File: config.mk
export PLATFORM = sky130hd
export DESIGN_NAME = rmoc_ctrl
export DESIGN_NICKNAME = d
export VERILOG_FILES = /design/src/design/rmoc_pkg.sv /design/src/design/rmoc_ctrl.sv /design/src/design/rmoc_sync.sv
export SDC_FILE = /design/constraint.sdc
export NUM_CORES = 1
export LEC_CHECK = 0
export BUFFER_PORTS_ARGS = -buffer_cell sky130_fd_sc_hd__buf_2
export CAP_MARGIN = 20
export CORE_UTILIZATION = 50
export CTS_BUF_LIST = sky130_fd_sc_hd__clkbuf_16
export DETAILED_ROUTE_END_ITERATION = 7
export MAX_ROUTING_LAYER = met4
export PLACE_DENSITY = 0.69
export RECOVER_POWER = 50
export SETUP_SLACK_MARGIN = 0.5
export SLEW_MARGIN = 20
export SYNTH_ARGS = -nofsm -noshare
export SYNTH_HDL_FRONTEND = slang
export SYNTH_SLANG_ARGS = --single-unit
File: constraint.sdc
create_clock -name sys_clk -period 4.5 [get_ports sys_clk]
set_clock_uncertainty 0.05 [all_clocks]
set_input_delay 0.675 -clock sys_clk [delete_from_list [all_inputs] [get_ports sys_clk]]
set_output_delay 0.675 -clock sys_clk [all_outputs]
set_load 0.05 [all_outputs]
File: src/design/rmoc_pkg.sv
// constants, register map and carrier types of the ratio and output control block
// assumes a 40 MHz sys_clk serving as the internal reference clock and a classic Wishbone master
package rmoc_pkg;
    // register byte offsets
    localparam logic [7:0] OFF_RATIO0  = 8'h00;
    localparam logic [7:0] OFF_MODAL0  = 8'h10;
    localparam logic [7:0] OFF_GLOBAL  = 8'h20;
    localparam logic [7:0] OFF_STATUS  = 8'h24;
    localparam logic [7:0] OFF_EFFECT  = 8'h28;
    localparam int         NUM_SETS    = 4;
    // range detector thresholds and counter
    localparam int         PER_W       = 8;
    localparam logic [7:0] RANGE_HI    = 8'he0;  // 224
    localparam logic [7:0] RANGE_LO    = 8'h60;  // 96
    localparam logic [7:0] PER_MAX     = 8'hff;
    // range codes
    localparam logic [1:0] RC_HIGH     = 2'h0;
    localparam logic [1:0] RC_MID      = 2'h1;
    localparam logic [1:0] RC_LOW      = 2'h2;
    // pin function codes
    localparam logic [2:0] PF_MAIN_DIS = 3'h0;
    localparam logic [2:0] PF_AUX_DIS  = 3'h1;
    localparam logic [2:0] PF_BOTH_DIS = 3'h2;
    localparam logic [2:0] PF_MAN_EN   = 3'h3;
    localparam logic [2:0] PF_AUTO_EN  = 3'h5;
    localparam logic [2:0] PF_AUX_SYN  = 3'h7;
    // auxiliary source codes
    localparam logic [1:0] AUX_REF     = 2'h1;
    localparam logic [1:0] AUX_SYN     = 2'h2;
    localparam logic [1:0] AUX_LOCK    = 2'h3;
    // reset values
    localparam logic [31:0] RATIO_RST  = 32'h0000_0000;
    localparam logic [4:0]  MODAL_RST  = 5'h00;
    localparam logic [5:0]  GLOBAL_RST = 6'h00;

    // one modal set, bit layout of a modal register
    typedef struct packed {
        logic       auto_modifier_enable;     // bit 4
        logic [1:0] auxiliary_source_select;  // bits 3:2
        logic [1:0] manual_modifier_select;   // bits 1:0
    } rmoc_modal_t;

    // global parameters, bit layout of the global register
    typedef struct packed {
        logic       ratio_format_select;      // bit 5
        logic       lock_indicator_config;    // bit 4
        logic       output_on_unlock;         // bit 3
        logic [2:0] pin_function_selection;   // bits 2:0
    } rmoc_global_t;

    // pin drive of both clock outputs
    typedef struct packed {
        logic main_out;
        logic main_oe;
        logic aux_out;
        logic aux_oe;
    } rmoc_drive_t;
endpackage : rmoc_pkg

File: src/design/rmoc_ctrl.sv
// ratio and output control: range detector, ratio modifiers, output gating, register slave
// assumes sys_clk is the internal reference clock; pins and synthesizer signals are asynchronous
`timescale 1ns/1ps
module rmoc_ctrl (
    // clock and reset
    input  wire logic        sys_clk,
    input  wire logic        rstn,
    // classic wishbone slave
    input  wire logic        wb_cyc_i,
    input  wire logic        wb_stb_i,
    input  wire logic        wb_we_i,
    input  wire logic [7:0]  wb_adr_i,
    input  wire logic [3:0]  wb_sel_i,
    input  wire logic [31:0] wb_dat_i,
    output logic      [31:0] wb_dat_o,
    output logic             wb_ack_o,
    // mode pins
    input  wire logic [1:0]  set_select,
    input  wire logic        function_pin,
    // reference input and synthesizer side
    input  wire logic        ref_clk_in,
    input  wire logic        synth_clk,
    input  wire logic        synth_locked,
    output logic      [31:0] effective_ratio,
    output logic             ratio_format,
    output logic      [1:0]  input_range_code,
    // output pin drive
    output rmoc_pkg::rmoc_drive_t drive
);
    // configuration registers
    logic [31:0]           ratio_q [rmoc_pkg::NUM_SETS];
    rmoc_pkg::rmoc_modal_t modal_q [rmoc_pkg::NUM_SETS];
    rmoc_pkg::rmoc_global_t glb_q;
    logic                  ack_q;
    logic [31:0]           rdat_q;
    // range detector state
    logic [7:0]            per_q;
    logic [1:0]            range_q;
    logic                  ref_d1_q;
    // outputs
    logic [31:0]           eff_q;
    rmoc_pkg::rmoc_drive_t drv_q;

    // pin synchronisers: set[1:0], function pin, reference, synth clock, lock
    logic [5:0] sync_lvl;
    rmoc_sync #(.W(6)) u_sync (
        .sys_clk  (sys_clk),
        .rstn     (rstn),
        .async_in ({set_select, function_pin, ref_clk_in, synth_clk, synth_locked}),
        .level    (sync_lvl)
    );
    wire logic [1:0] set_f   = sync_lvl[5:4];
    wire logic       fp_f    = sync_lvl[3];
    wire logic       ref_f   = sync_lvl[2];
    wire logic       syn_f   = sync_lvl[1];
    wire logic       lock_f  = sync_lvl[0];

    // bus decode
    wire logic       req     = wb_cyc_i && wb_stb_i && !ack_q;
    wire logic       wr      = req && wb_we_i;
    wire logic       hit_rat = (wb_adr_i[7:4] == rmoc_pkg::OFF_RATIO0[7:4]) && (wb_adr_i[1:0] == 2'h0);
    wire logic       hit_mod = (wb_adr_i[7:4] == rmoc_pkg::OFF_MODAL0[7:4]) && (wb_adr_i[1:0] == 2'h0);
    wire logic       hit_glb = (wb_adr_i == rmoc_pkg::OFF_GLOBAL);
    wire logic [1:0] widx    = wb_adr_i[3:2];
    wire logic [31:0] bmask  = {{8{wb_sel_i[3]}}, {8{wb_sel_i[2]}}, {8{wb_sel_i[1]}}, {8{wb_sel_i[0]}}};

    // active set selected by the pins
    wire rmoc_pkg::rmoc_modal_t act_set = modal_q[set_f];
    wire logic [31:0]           ratio_sel = ratio_q[set_f];
    wire logic [2:0]            pf        = glb_q.pin_function_selection;

    // modifier enables
    wire logic man_en  = (pf == rmoc_pkg::PF_MAN_EN) && fp_f;
    wire logic auto_en = (pf == rmoc_pkg::PF_AUTO_EN) ? fp_f
                                                      : act_set.auto_modifier_enable;
    // shifts: manual 1..4, automatic 0..2; code 11 treated as quarter
    wire logic [2:0] man_sh  = man_en ? ({1'b0, act_set.manual_modifier_select} + 3'h1) : 3'h0;
    wire logic [2:0] auto_sh = !auto_en ? 3'h0 :
                               (range_q == rmoc_pkg::RC_HIGH) ? 3'h0 :
                               (range_q == rmoc_pkg::RC_MID)  ? 3'h1 : 3'h2;
    wire logic [2:0] tot_sh  = man_sh + auto_sh;
    // scaling on a copy; the stored ratio is only read here
    wire logic [31:0] eff_d  = ratio_sel >> tot_sh;

    // output disables from the function pin, low enables and high disables
    wire logic main_dis = fp_f && ((pf == rmoc_pkg::PF_MAIN_DIS) || (pf == rmoc_pkg::PF_BOTH_DIS));
    wire logic aux_dis  = fp_f && ((pf == rmoc_pkg::PF_AUX_DIS) || (pf == rmoc_pkg::PF_BOTH_DIS));
    wire logic aux_force_syn = fp_f && (pf == rmoc_pkg::PF_AUX_SYN);
    wire logic [1:0] aux_src = aux_force_syn ? rmoc_pkg::AUX_SYN : act_set.auxiliary_source_select;

    // main output: held low while unlocked unless told to run on
    wire logic main_val = (lock_f || glb_q.output_on_unlock) ? syn_f : 1'b0;
    // auxiliary mux and lock indicator driver
    wire logic od_mode  = (aux_src == rmoc_pkg::AUX_LOCK) && glb_q.lock_indicator_config;
    wire logic aux_val  = (aux_src == rmoc_pkg::AUX_REF)  ? ref_f :
                          (aux_src == rmoc_pkg::AUX_SYN)  ? syn_f :
                          (aux_src == rmoc_pkg::AUX_LOCK) ? (!glb_q.lock_indicator_config && !lock_f) :
                          1'b0;
    // reserved source leaves the pin undriven
    wire logic aux_on   = !aux_dis && (aux_src != 2'h0) && (!od_mode || !lock_f);
    wire rmoc_pkg::rmoc_drive_t drv_d = '{main_out: main_val && !main_dis,
                                          main_oe:  !main_dis,
                                          aux_out:  aux_val && aux_on,
                                          aux_oe:   aux_on};

    // range detector: input period in reference cycles, saturating
    wire logic ref_rise = ref_f && !ref_d1_q;
    wire logic [7:0] per_d = ref_rise ? 8'h01 : ((per_q == rmoc_pkg::PER_MAX) ? per_q : per_q + 8'h01);
    wire logic [1:0] range_d = (ref_rise && (per_q < rmoc_pkg::RANGE_LO)) ? rmoc_pkg::RC_LOW :
                               (ref_rise && (per_q <= rmoc_pkg::RANGE_HI)) ? rmoc_pkg::RC_MID :
                               (per_q > rmoc_pkg::RANGE_HI) ? rmoc_pkg::RC_HIGH : range_q;

    // read mux
    wire logic [31:0] rd_d = hit_rat ? ratio_q[widx] :
                             hit_mod ? {27'h0, modal_q[widx]} :
                             hit_glb ? {26'h0, glb_q} :
                             (wb_adr_i == rmoc_pkg::OFF_STATUS) ? {26'h0, fp_f, set_f, lock_f, range_q} :
                             (wb_adr_i == rmoc_pkg::OFF_EFFECT) ? eff_q : 32'h0;

    // bus handshake: one ack per request, then released
    always_ff @(posedge sys_clk or negedge rstn)
    begin
        if (!rstn)
        begin
            ack_q  <= 1'b0;
            rdat_q <= 32'h0;
        end
        else
        begin
            ack_q  <= req;
            rdat_q <= req ? rd_d : rdat_q;
        end
    end

    // configuration writes with byte enables; unmapped writes are dropped
    always_ff @(posedge sys_clk or negedge rstn)
    begin
        if (!rstn)
        begin
            for (int i = 0; i < rmoc_pkg::NUM_SETS; i++)
            begin
                ratio_q[i] <= rmoc_pkg::RATIO_RST;
                modal_q[i] <= rmoc_pkg::MODAL_RST;
            end
            glb_q <= rmoc_pkg::GLOBAL_RST;
        end
        else
        begin
            if (wr && hit_rat)
            begin
                ratio_q[widx] <= (ratio_q[widx] & ~bmask) | (wb_dat_i & bmask);
            end
            if (wr && hit_mod && wb_sel_i[0])
            begin
                modal_q[widx] <= wb_dat_i[4:0];
            end
            if (wr && hit_glb && wb_sel_i[0])
            begin
                glb_q <= wb_dat_i[5:0];
            end
        end
    end

    // range detector and registered outputs
    always_ff @(posedge sys_clk or negedge rstn)
    begin
        if (!rstn)
        begin
            per_q    <= 8'h00;
            range_q  <= rmoc_pkg::RC_HIGH;
            ref_d1_q <= 1'b0;
            eff_q    <= 32'h0;
            drv_q    <= '0;
        end
        else
        begin
            per_q    <= per_d;
            range_q  <= range_d;
            ref_d1_q <= ref_f;
            eff_q    <= eff_d;
            drv_q    <= drv_d;
        end
    end

    assign wb_ack_o         = ack_q;
    assign wb_dat_o         = rdat_q;
    assign effective_ratio  = eff_q;
    assign ratio_format     = glb_q.ratio_format_select;
    assign input_range_code = range_q;
    assign drive            = drv_q;

    // checks
    property p_range_hi;
        @(posedge sys_clk) disable iff (!rstn)
        (per_q > rmoc_pkg::RANGE_HI) |=> (range_q == rmoc_pkg::RC_HIGH);
    endproperty
    a_range_hi: assert property (p_range_hi) else $error("range code not 00 above 224");

    property p_range_lo;
        @(posedge sys_clk) disable iff (!rstn)
        (ref_rise && per_q < rmoc_pkg::RANGE_LO) |=> (range_q == rmoc_pkg::RC_LOW) [*1];
    endproperty
    a_range_lo: assert property (p_range_lo) else $error("range code not 10 below 96");

    property p_no_code11;
        @(posedge sys_clk) disable iff (!rstn)
        range_q != 2'h3;
    endproperty
    a_no_code11: assert property (p_no_code11) else $error("range code 11 produced");

    property p_eff_ratio;
        @(posedge sys_clk) disable iff (!rstn)
        (!man_en && auto_en && range_q == rmoc_pkg::RC_MID) |=> (eff_q == ($past(ratio_sel) >> 1));
    endproperty
    a_eff_ratio: assert property (p_eff_ratio) else $error("auto half not applied");

    property p_manual_pin;
        @(posedge sys_clk) disable iff (!rstn)
        (pf != rmoc_pkg::PF_MAN_EN && !auto_en) |=> (eff_q == $past(ratio_sel));
    endproperty
    a_manual_pin: assert property (p_manual_pin) else $error("ratio scaled without enables");

    property p_ratio_kept;
        @(posedge sys_clk) disable iff (!rstn)
        !(wr && hit_rat) |=> $stable(ratio_q[0]) && $stable(ratio_q[1]) && $stable(ratio_q[2]) && $stable(ratio_q[3]);
    endproperty
    a_ratio_kept: assert property (p_ratio_kept) else $error("stored ratio changed");

    property p_main_low;
        @(posedge sys_clk) disable iff (!rstn)
        (!lock_f && !glb_q.output_on_unlock) |=> !drive.main_out;
    endproperty
    a_main_low: assert property (p_main_low) else $error("main output runs while unlocked");

    property p_main_dis;
        @(posedge sys_clk) disable iff (!rstn)
        (fp_f && pf == rmoc_pkg::PF_BOTH_DIS) |=> !drive.main_oe && !drive.aux_oe;
    endproperty
    a_main_dis: assert property (p_main_dis) else $error("outputs not floated");

    property p_lock_od;
        @(posedge sys_clk) disable iff (!rstn)
        (aux_src == rmoc_pkg::AUX_LOCK && glb_q.lock_indicator_config && !aux_dis && !lock_f)
            |=> drive.aux_oe && !drive.aux_out;
    endproperty
    a_lock_od: assert property (p_lock_od) else $error("open drain indicator not pulling low");

    property p_ack_once;
        @(posedge sys_clk) disable iff (!rstn)
        req |=> wb_ack_o ##1 !wb_ack_o;
    endproperty
    a_ack_once: assert property (p_ack_once) else $error("ack not single cycle");
endmodule : rmoc_ctrl

File: src/design/rmoc_sync.sv
// three-stage synchroniser with agreement filter for pin inputs
// assumes inputs asynchronous to sys_clk; output settles four edges after a stable change
`timescale 1ns/1ps
module rmoc_sync #(
    parameter int W = 1
) (
    // clock and reset
    input  wire logic         sys_clk,
    input  wire logic         rstn,
    // pins and filtered level
    input  wire logic [W-1:0] async_in,
    output logic      [W-1:0] level
);
    logic [W-1:0] s1_q;
    logic [W-1:0] s2_q;
    logic [W-1:0] s3_q;

    // a change is taken only when stages two and three agree
    always_ff @(posedge sys_clk or negedge rstn)
    begin
        if (!rstn)
        begin
            s1_q  <= '0;
            s2_q  <= '0;
            s3_q  <= '0;
            level <= '0;
        end
        else
        begin
            s1_q <= async_in;
            s2_q <= s1_q;
            s3_q <= s2_q;
            for (int i = 0; i < W; i++)
            begin
                if (s2_q[i] == s3_q[i])
                begin
                    level[i] <= s3_q[i];
                end
            end
        end
    end
endmodule : rmoc_sync

# [Word-level counts from Yosys, hierarchy flattened]
# Cells that the tools add are included.
[op_classes] addsub=3 order_cmp=6 n_eq_ne=21 n_shift=1 mux=38 bitwise=6 reduce_logical=41
[op_table] operator="32-bit two-way mux" count=10
[op_table] operator="32-bit binary-select mux with 2-bit select" count=2
[op_table] operator="128-bit bitwise mux" count=1
[op_table] operator="32-bit bitwise AND" count=2
[op_table] operator="32-bit demux with 2-bit select" count=1
[op_table] operator="32-bit inverter" count=1
[op_table] operator="32-bit bitwise OR" count=1
[op_table] operator="32-bit by 3-bit >> shifter with 32-bit output" count=1
[op_table] operator="5-bit two-way mux" count=5
[op_table] operator="8-bit by 6-bit == test with 1-bit output (second input constant)" count=3
[op_table] operator="1-bit logical AND" count=24
[op_table] operator="5-bit binary-select mux with 2-bit select" count=2
[op_table] operator="20-bit bitwise mux" count=1
[op_table] operator="8-bit two-way mux" count=2
[op_table] operator="2-bit two-way mux" count=7
[op_table] operator="5-bit demux with 2-bit select" count=1
[op_table] operator="8-bit by 1-bit adder with 8-bit output (second input constant)" count=1
[op_table] operator="8-bit == test (second input constant)" count=1
[op_table] operator="8-bit greater-than comparator (second input constant)" count=1
[op_table] operator="8-bit <= comparator (second input constant)" count=1
[op_table] operator="8-bit by 7-bit < comparator with 1-bit output (second input constant)" count=1
[op_table] operator="1-bit logical NOT" count=7
[op_table] operator="1-bit == test" count=6
[op_table] operator="3-bit by 2-bit == test with 1-bit output (second input constant)" count=2
[op_table] operator="other kinds (19)" count=32
[totals] register_bits=258 elab_cells=155

# [Longest topological paths before layout]
[depth] ltp_word=11 ltp_mapped=13 ltp_nobuf=9

# [Hierarchy]
# From an unflattened synthesis, not the netlist that was laid out.
[hier_totals] cells_unflattened=1060 area_unflattened_um2=12715.9
[modules_own_cells] mod="rmoc_ctrl" n_inst=1 cells_per_inst=1030 area_each_um2=12047.8
[modules_own_cells] mod="rmoc_sync" n_inst=1 cells_per_inst=30 area_each_um2=668.1

# [Worst setup path after synthesis]
# Ideal clock, no wire load.
[synth_timing] path_kind="register to register" startpoint="register u_sync.level[4]" endpoint="register eff_q[23] (netlist: effective_ratio[23])" setup_ns=0.144 arrival_ns=3.571 required_time_ns=4.306 path_slack_ns=0.736 stages_incl_launch_ff=14 path_cell_list="dfrtp_1 > buf_2 > buf_4 > buf_2 > mux4_2 > ha_1 > nand2_1 > fa_1 > a21boi_1 > nor2_2 > buf_2 > mux2_2 > mux2i_1 > mux2i_1"
[synth_via] elab_chain_len=8 elab_cells_between_ends=13 cone_classes="add/sub: 2; shift: 1; mux: 9; bitwise: 1"
[synth_lines] element="from (decl)" line_no="rmoc_sync.sv:12" source="output logic [W-1:0] level"
[synth_lines] element="from (signal, indexed assignment)" line_no="rmoc_sync.sv:37" source="level[i] <= s3_q[i];"
[synth_lines] element="2-bit inverter with 3-bit output (implied by the code) (*)" line_no="rmoc_ctrl.sv:68, rmoc_ctrl.sv:69"
[synth_lines] element="5-bit binary-select mux with 2-bit select" line_no="rmoc_ctrl.sv:68" source="wire rmoc_pkg::rmoc_modal_t act_set = modal_q[set_f];"
[synth_lines] element="5-bit two-way mux (implied by the code) (2 in a row)" line_no="rmoc_ctrl.sv:68"
[synth_lines] element="2-bit by 1-bit adder with 3-bit output or 1-bit two-way mux (tied branches)" line_no="rmoc_ctrl.sv:77, rmoc_ctrl.sv:74"
[synth_lines] element="3-bit two-way mux or 2-bit two-way mux (tied branches)" line_no="rmoc_ctrl.sv:77, rmoc_ctrl.sv:78"
[synth_lines] element="3-bit by 2-bit adder with 3-bit output" line_no="rmoc_ctrl.sv:81" source="wire logic [2:0] tot_sh = man_sh + auto_sh;"
[synth_lines] element="32-bit by 3-bit >> shifter with 32-bit output (*)" line_no="rmoc_ctrl.sv:83" source="wire logic [31:0] eff_d = ratio_sel >> tot_sh;"
[synth_lines] element="via eff_d[23]" line_no="rmoc_ctrl.sv:83"
[synth_lines] element="to (signal assigned)" line_no="rmoc_ctrl.sv:172" source="eff_q <= 32'h0;"
[synth_lines] element="to (signal assigned)" line_no="rmoc_ctrl.sv:180" source="eff_q <= eff_d;"
[synth_lines] element="to (decl)" line_no="rmoc_ctrl.sv:41" source="logic [31:0] eff_q;"
# The timed path passes the listed nets; every way through them passes the cells marked *. The select of a mux whose other input is x is not followed.
# A chain may end at the register's enable or synchronous reset.

# [Final worst setup path]
[layout_timing] startpoint="register u_sync.level[4]" endpoint="register eff_q[19] (netlist: effective_ratio[19])"
# The elaborated chain is that of the path after synthesis.

==> run metrics <==
status=finished, violations left; violated checks=capacitance limit, slew limit; CTS Buffer Depth=3; first-pass iteration count of the detailed router=7; area delta synth->final=13.85%; synth top area cells=dfrtp_1 (51%), mux4_2 (14%), mux2i_1 (7.0%); die area=25,900 µm²; Post-synth top cells=dfrtp_1 (258), nand2_1 (151), o21ai_1 (128), mux2i_1 (88), mux4_2 (77); Core Util, Final=58.62%; Final Slew Violations=151; Die Ht=160.9 µm; Min-Delay Path Class=in -> reg; PortBufs=126; CTS hold repair buffers=0; gr ovfl total=0; vias=9,011; PD cells=364.1 nW/µm²; Nets=1,217; row count=57; I/O pin count=127; Final Hold Violating Endpoints=0; H-tree depth=1; DR WL met2=15,220 µm; Pleak=6.732 nW; WL final=31,730 µm; CORE AREA=24,530 µm²; setup_tns=0 ns; Detail Route Antenna Nets=0; initial DRC count=579; largest net degree at the start of global routing=117; area share of the largest cell type after synthesis=51.11%; metal1 wirelength=14,360 µm; All-Layer GR Usage=26.25%; DR WL met3=1611 µm; fillcell total=2,062; Worst VDD drop=269.2 µV; cell accounting for the most synthesized area=dfrtp_1; Inserted Clock Buffers=28; Seq/Total Area, Yosys=51.11%; CTS tree=done; FMAX=271.5 MHz; Post-synth EDFFs=0; Die X=160.9 µm; Clock Tree Root=clkbuf_16; drt wl/cell=21.08 µm; Unique masters post-synth=59; Ys Warns=0; DP HPWL=21,440 µm; ys async rst share=100.0%; CP Max Fanout=20; unrepaired setup endpoints after global routing=no; gpl congestion=0.8297; vias per cell=5.987; crit path DAT=4.03 ns; flops & latches, synth=258; Antenna Cells=0; Top Layer Used=met4; CP endpoint kind=flop; synthesized cell area=12,630 µm²; worst-margin pin slew=2.909 ns; first-pass GRT wire length=51,810 µm; vias in the first global route=9,112; Residual DRC=0; WP data required=4.85 ns; main flop type after synthesis=dfrtp_1; Cells after Synth=1,059; Syn Nets=1,117; MaxCap Viol Count=2; post-CTS setup buffer count=0; Max-slew headroom=-93.94%; count leader, synth=dfrtp_1; Final Setup Violations=0; initial antenna violation count=0; Initial Utilization=51.49%; CTS sink cnt=258; Tcrit/Tclk final=81.85%; Min Clock Period, post-route=3.683 ns; later-pin clock latency in the skew report=0.54 ns; startpoint types=flop; clk slew on worst S/H paths=0.06 ns; syn avg cell area=11.93 µm²; WS Path Type=reg -> reg; share of layout cells above drive strength 1=25.49%; Resize count post-CTS=0
worst paths after layout:
check	startpoint	to	slack [ns]	depth (start not counted)
setup / recovery	u_sync.level[4]	effective_ratio[19]	0.82	10
hold / removal	synth_locked	u_sync.s1_q[0]	0.19	1
setup reg to reg	u_sync.level[4]	effective_ratio[19]	0.82	10
hold reg to reg	u_sync.s1_q[5]	u_sync.s2_q[5]	0.30	0
max in group asynchronous	rstn	ratio_q[35]	1.19	2
min in group asynchronous	rstn	u_sync.s2_q[5]	1.01	1
power by group:
group | leakage [nW] | switching, mW | internal (mW)
registers | 3.46 | 0.0777 | 2.41
logic | 2.83 | 0.441 | 0.188
clock network | 0.441 | 0.909 | 1.21
stage by stage:
| step | instance area (µm²) | hold slack (ns) | total power [mW] | setup WS [ns] | instances |
|---|---|---|---|---|---|
| finish | 14380 | 0.1936 | 5.236 | 0.8168 | 1505 |
| global route | 14380 | 0.1791 | 5.443 | 0.4957 | 1505 |
| CTS | 14370 | 0.1777 | 5.287 | 0.6162 | 1504 |
| detailed placement | 13530 | 0.2847 | 3.169 | 0.6256 | 1452 |
| global placement | 13530 | 0.2847 | 3.159 | 0.7505 | 1452 |
| floorplan | 12630 | 0.2812 | 2.950 | 0.7355 | 1059 |
critical path, stage by stage (launching register included):
cell and delay, ns:
dfrtp_4 0.58, mux4_2 0.57, nor2_1 0.21, nand3_1 0.14, fa_1 0.51, a21boi_1 0.22
nor2_4 0.27, buf_6 0.25, mux2_2 0.37, mux2i_1 0.24, mux2i_1 0.12
area by class of cell:
type                            instances  area (µm²)  share of cell area (%)
Sequential cell                       258        6460                   44.92
Multi-Input combinational cell        718        5833                   40.56
Timing Repair Buffer                  148       823.3                   5.725
Clock buffer                           29       725.7                   5.046
Tap cell                              324       405.4                   2.819
Clock inverter                         23       115.1                  0.8004
Inverter                                5       18.77                  0.1305
state kept, by name, indices dropped and copies added (netlist names), 8 cells and up:
| signal | cells |
|---|---|
| effective_ratio | 32 |
| wb_dat_o | 32 |
| modal_q | 20 |
| ratio_q | 128 |
| per_q | 8 |
cells by family after synthesis:
family,count (synthesis),synth area share [%]
and+or+nand+nor,276,9.479
xor gates and xnor gates,2,0.1387
muxes,220,25.63
buffers and inverters,83,2.922
adders and majority gates,9,0.8320
DFF,258,51.11
AOI/OAI and AO/OA,211,9.885
layout by cell type, fill, tap and decap left out, types with 21 or more instances in the layout:
master     instances
mux4_2            77
clkbuf_16         29
nand2_1          151
a221oi_1          32
mux2i_1           88
dfrtp_1          257
o21ai_0           21
nor2_1            73
o21ai_1          128
buf_2            125
mux2_2            27
mux2_1            27
routing by layer:
metal  global-route usage (%)  vias up
met2                    40.77      238
met4                    5.918        0
met5                        -        -
met1                    37.21     4623
li1                         -     4109
met3                    3.254       41
Note: power is estimated with default switching activity, not from simulation.
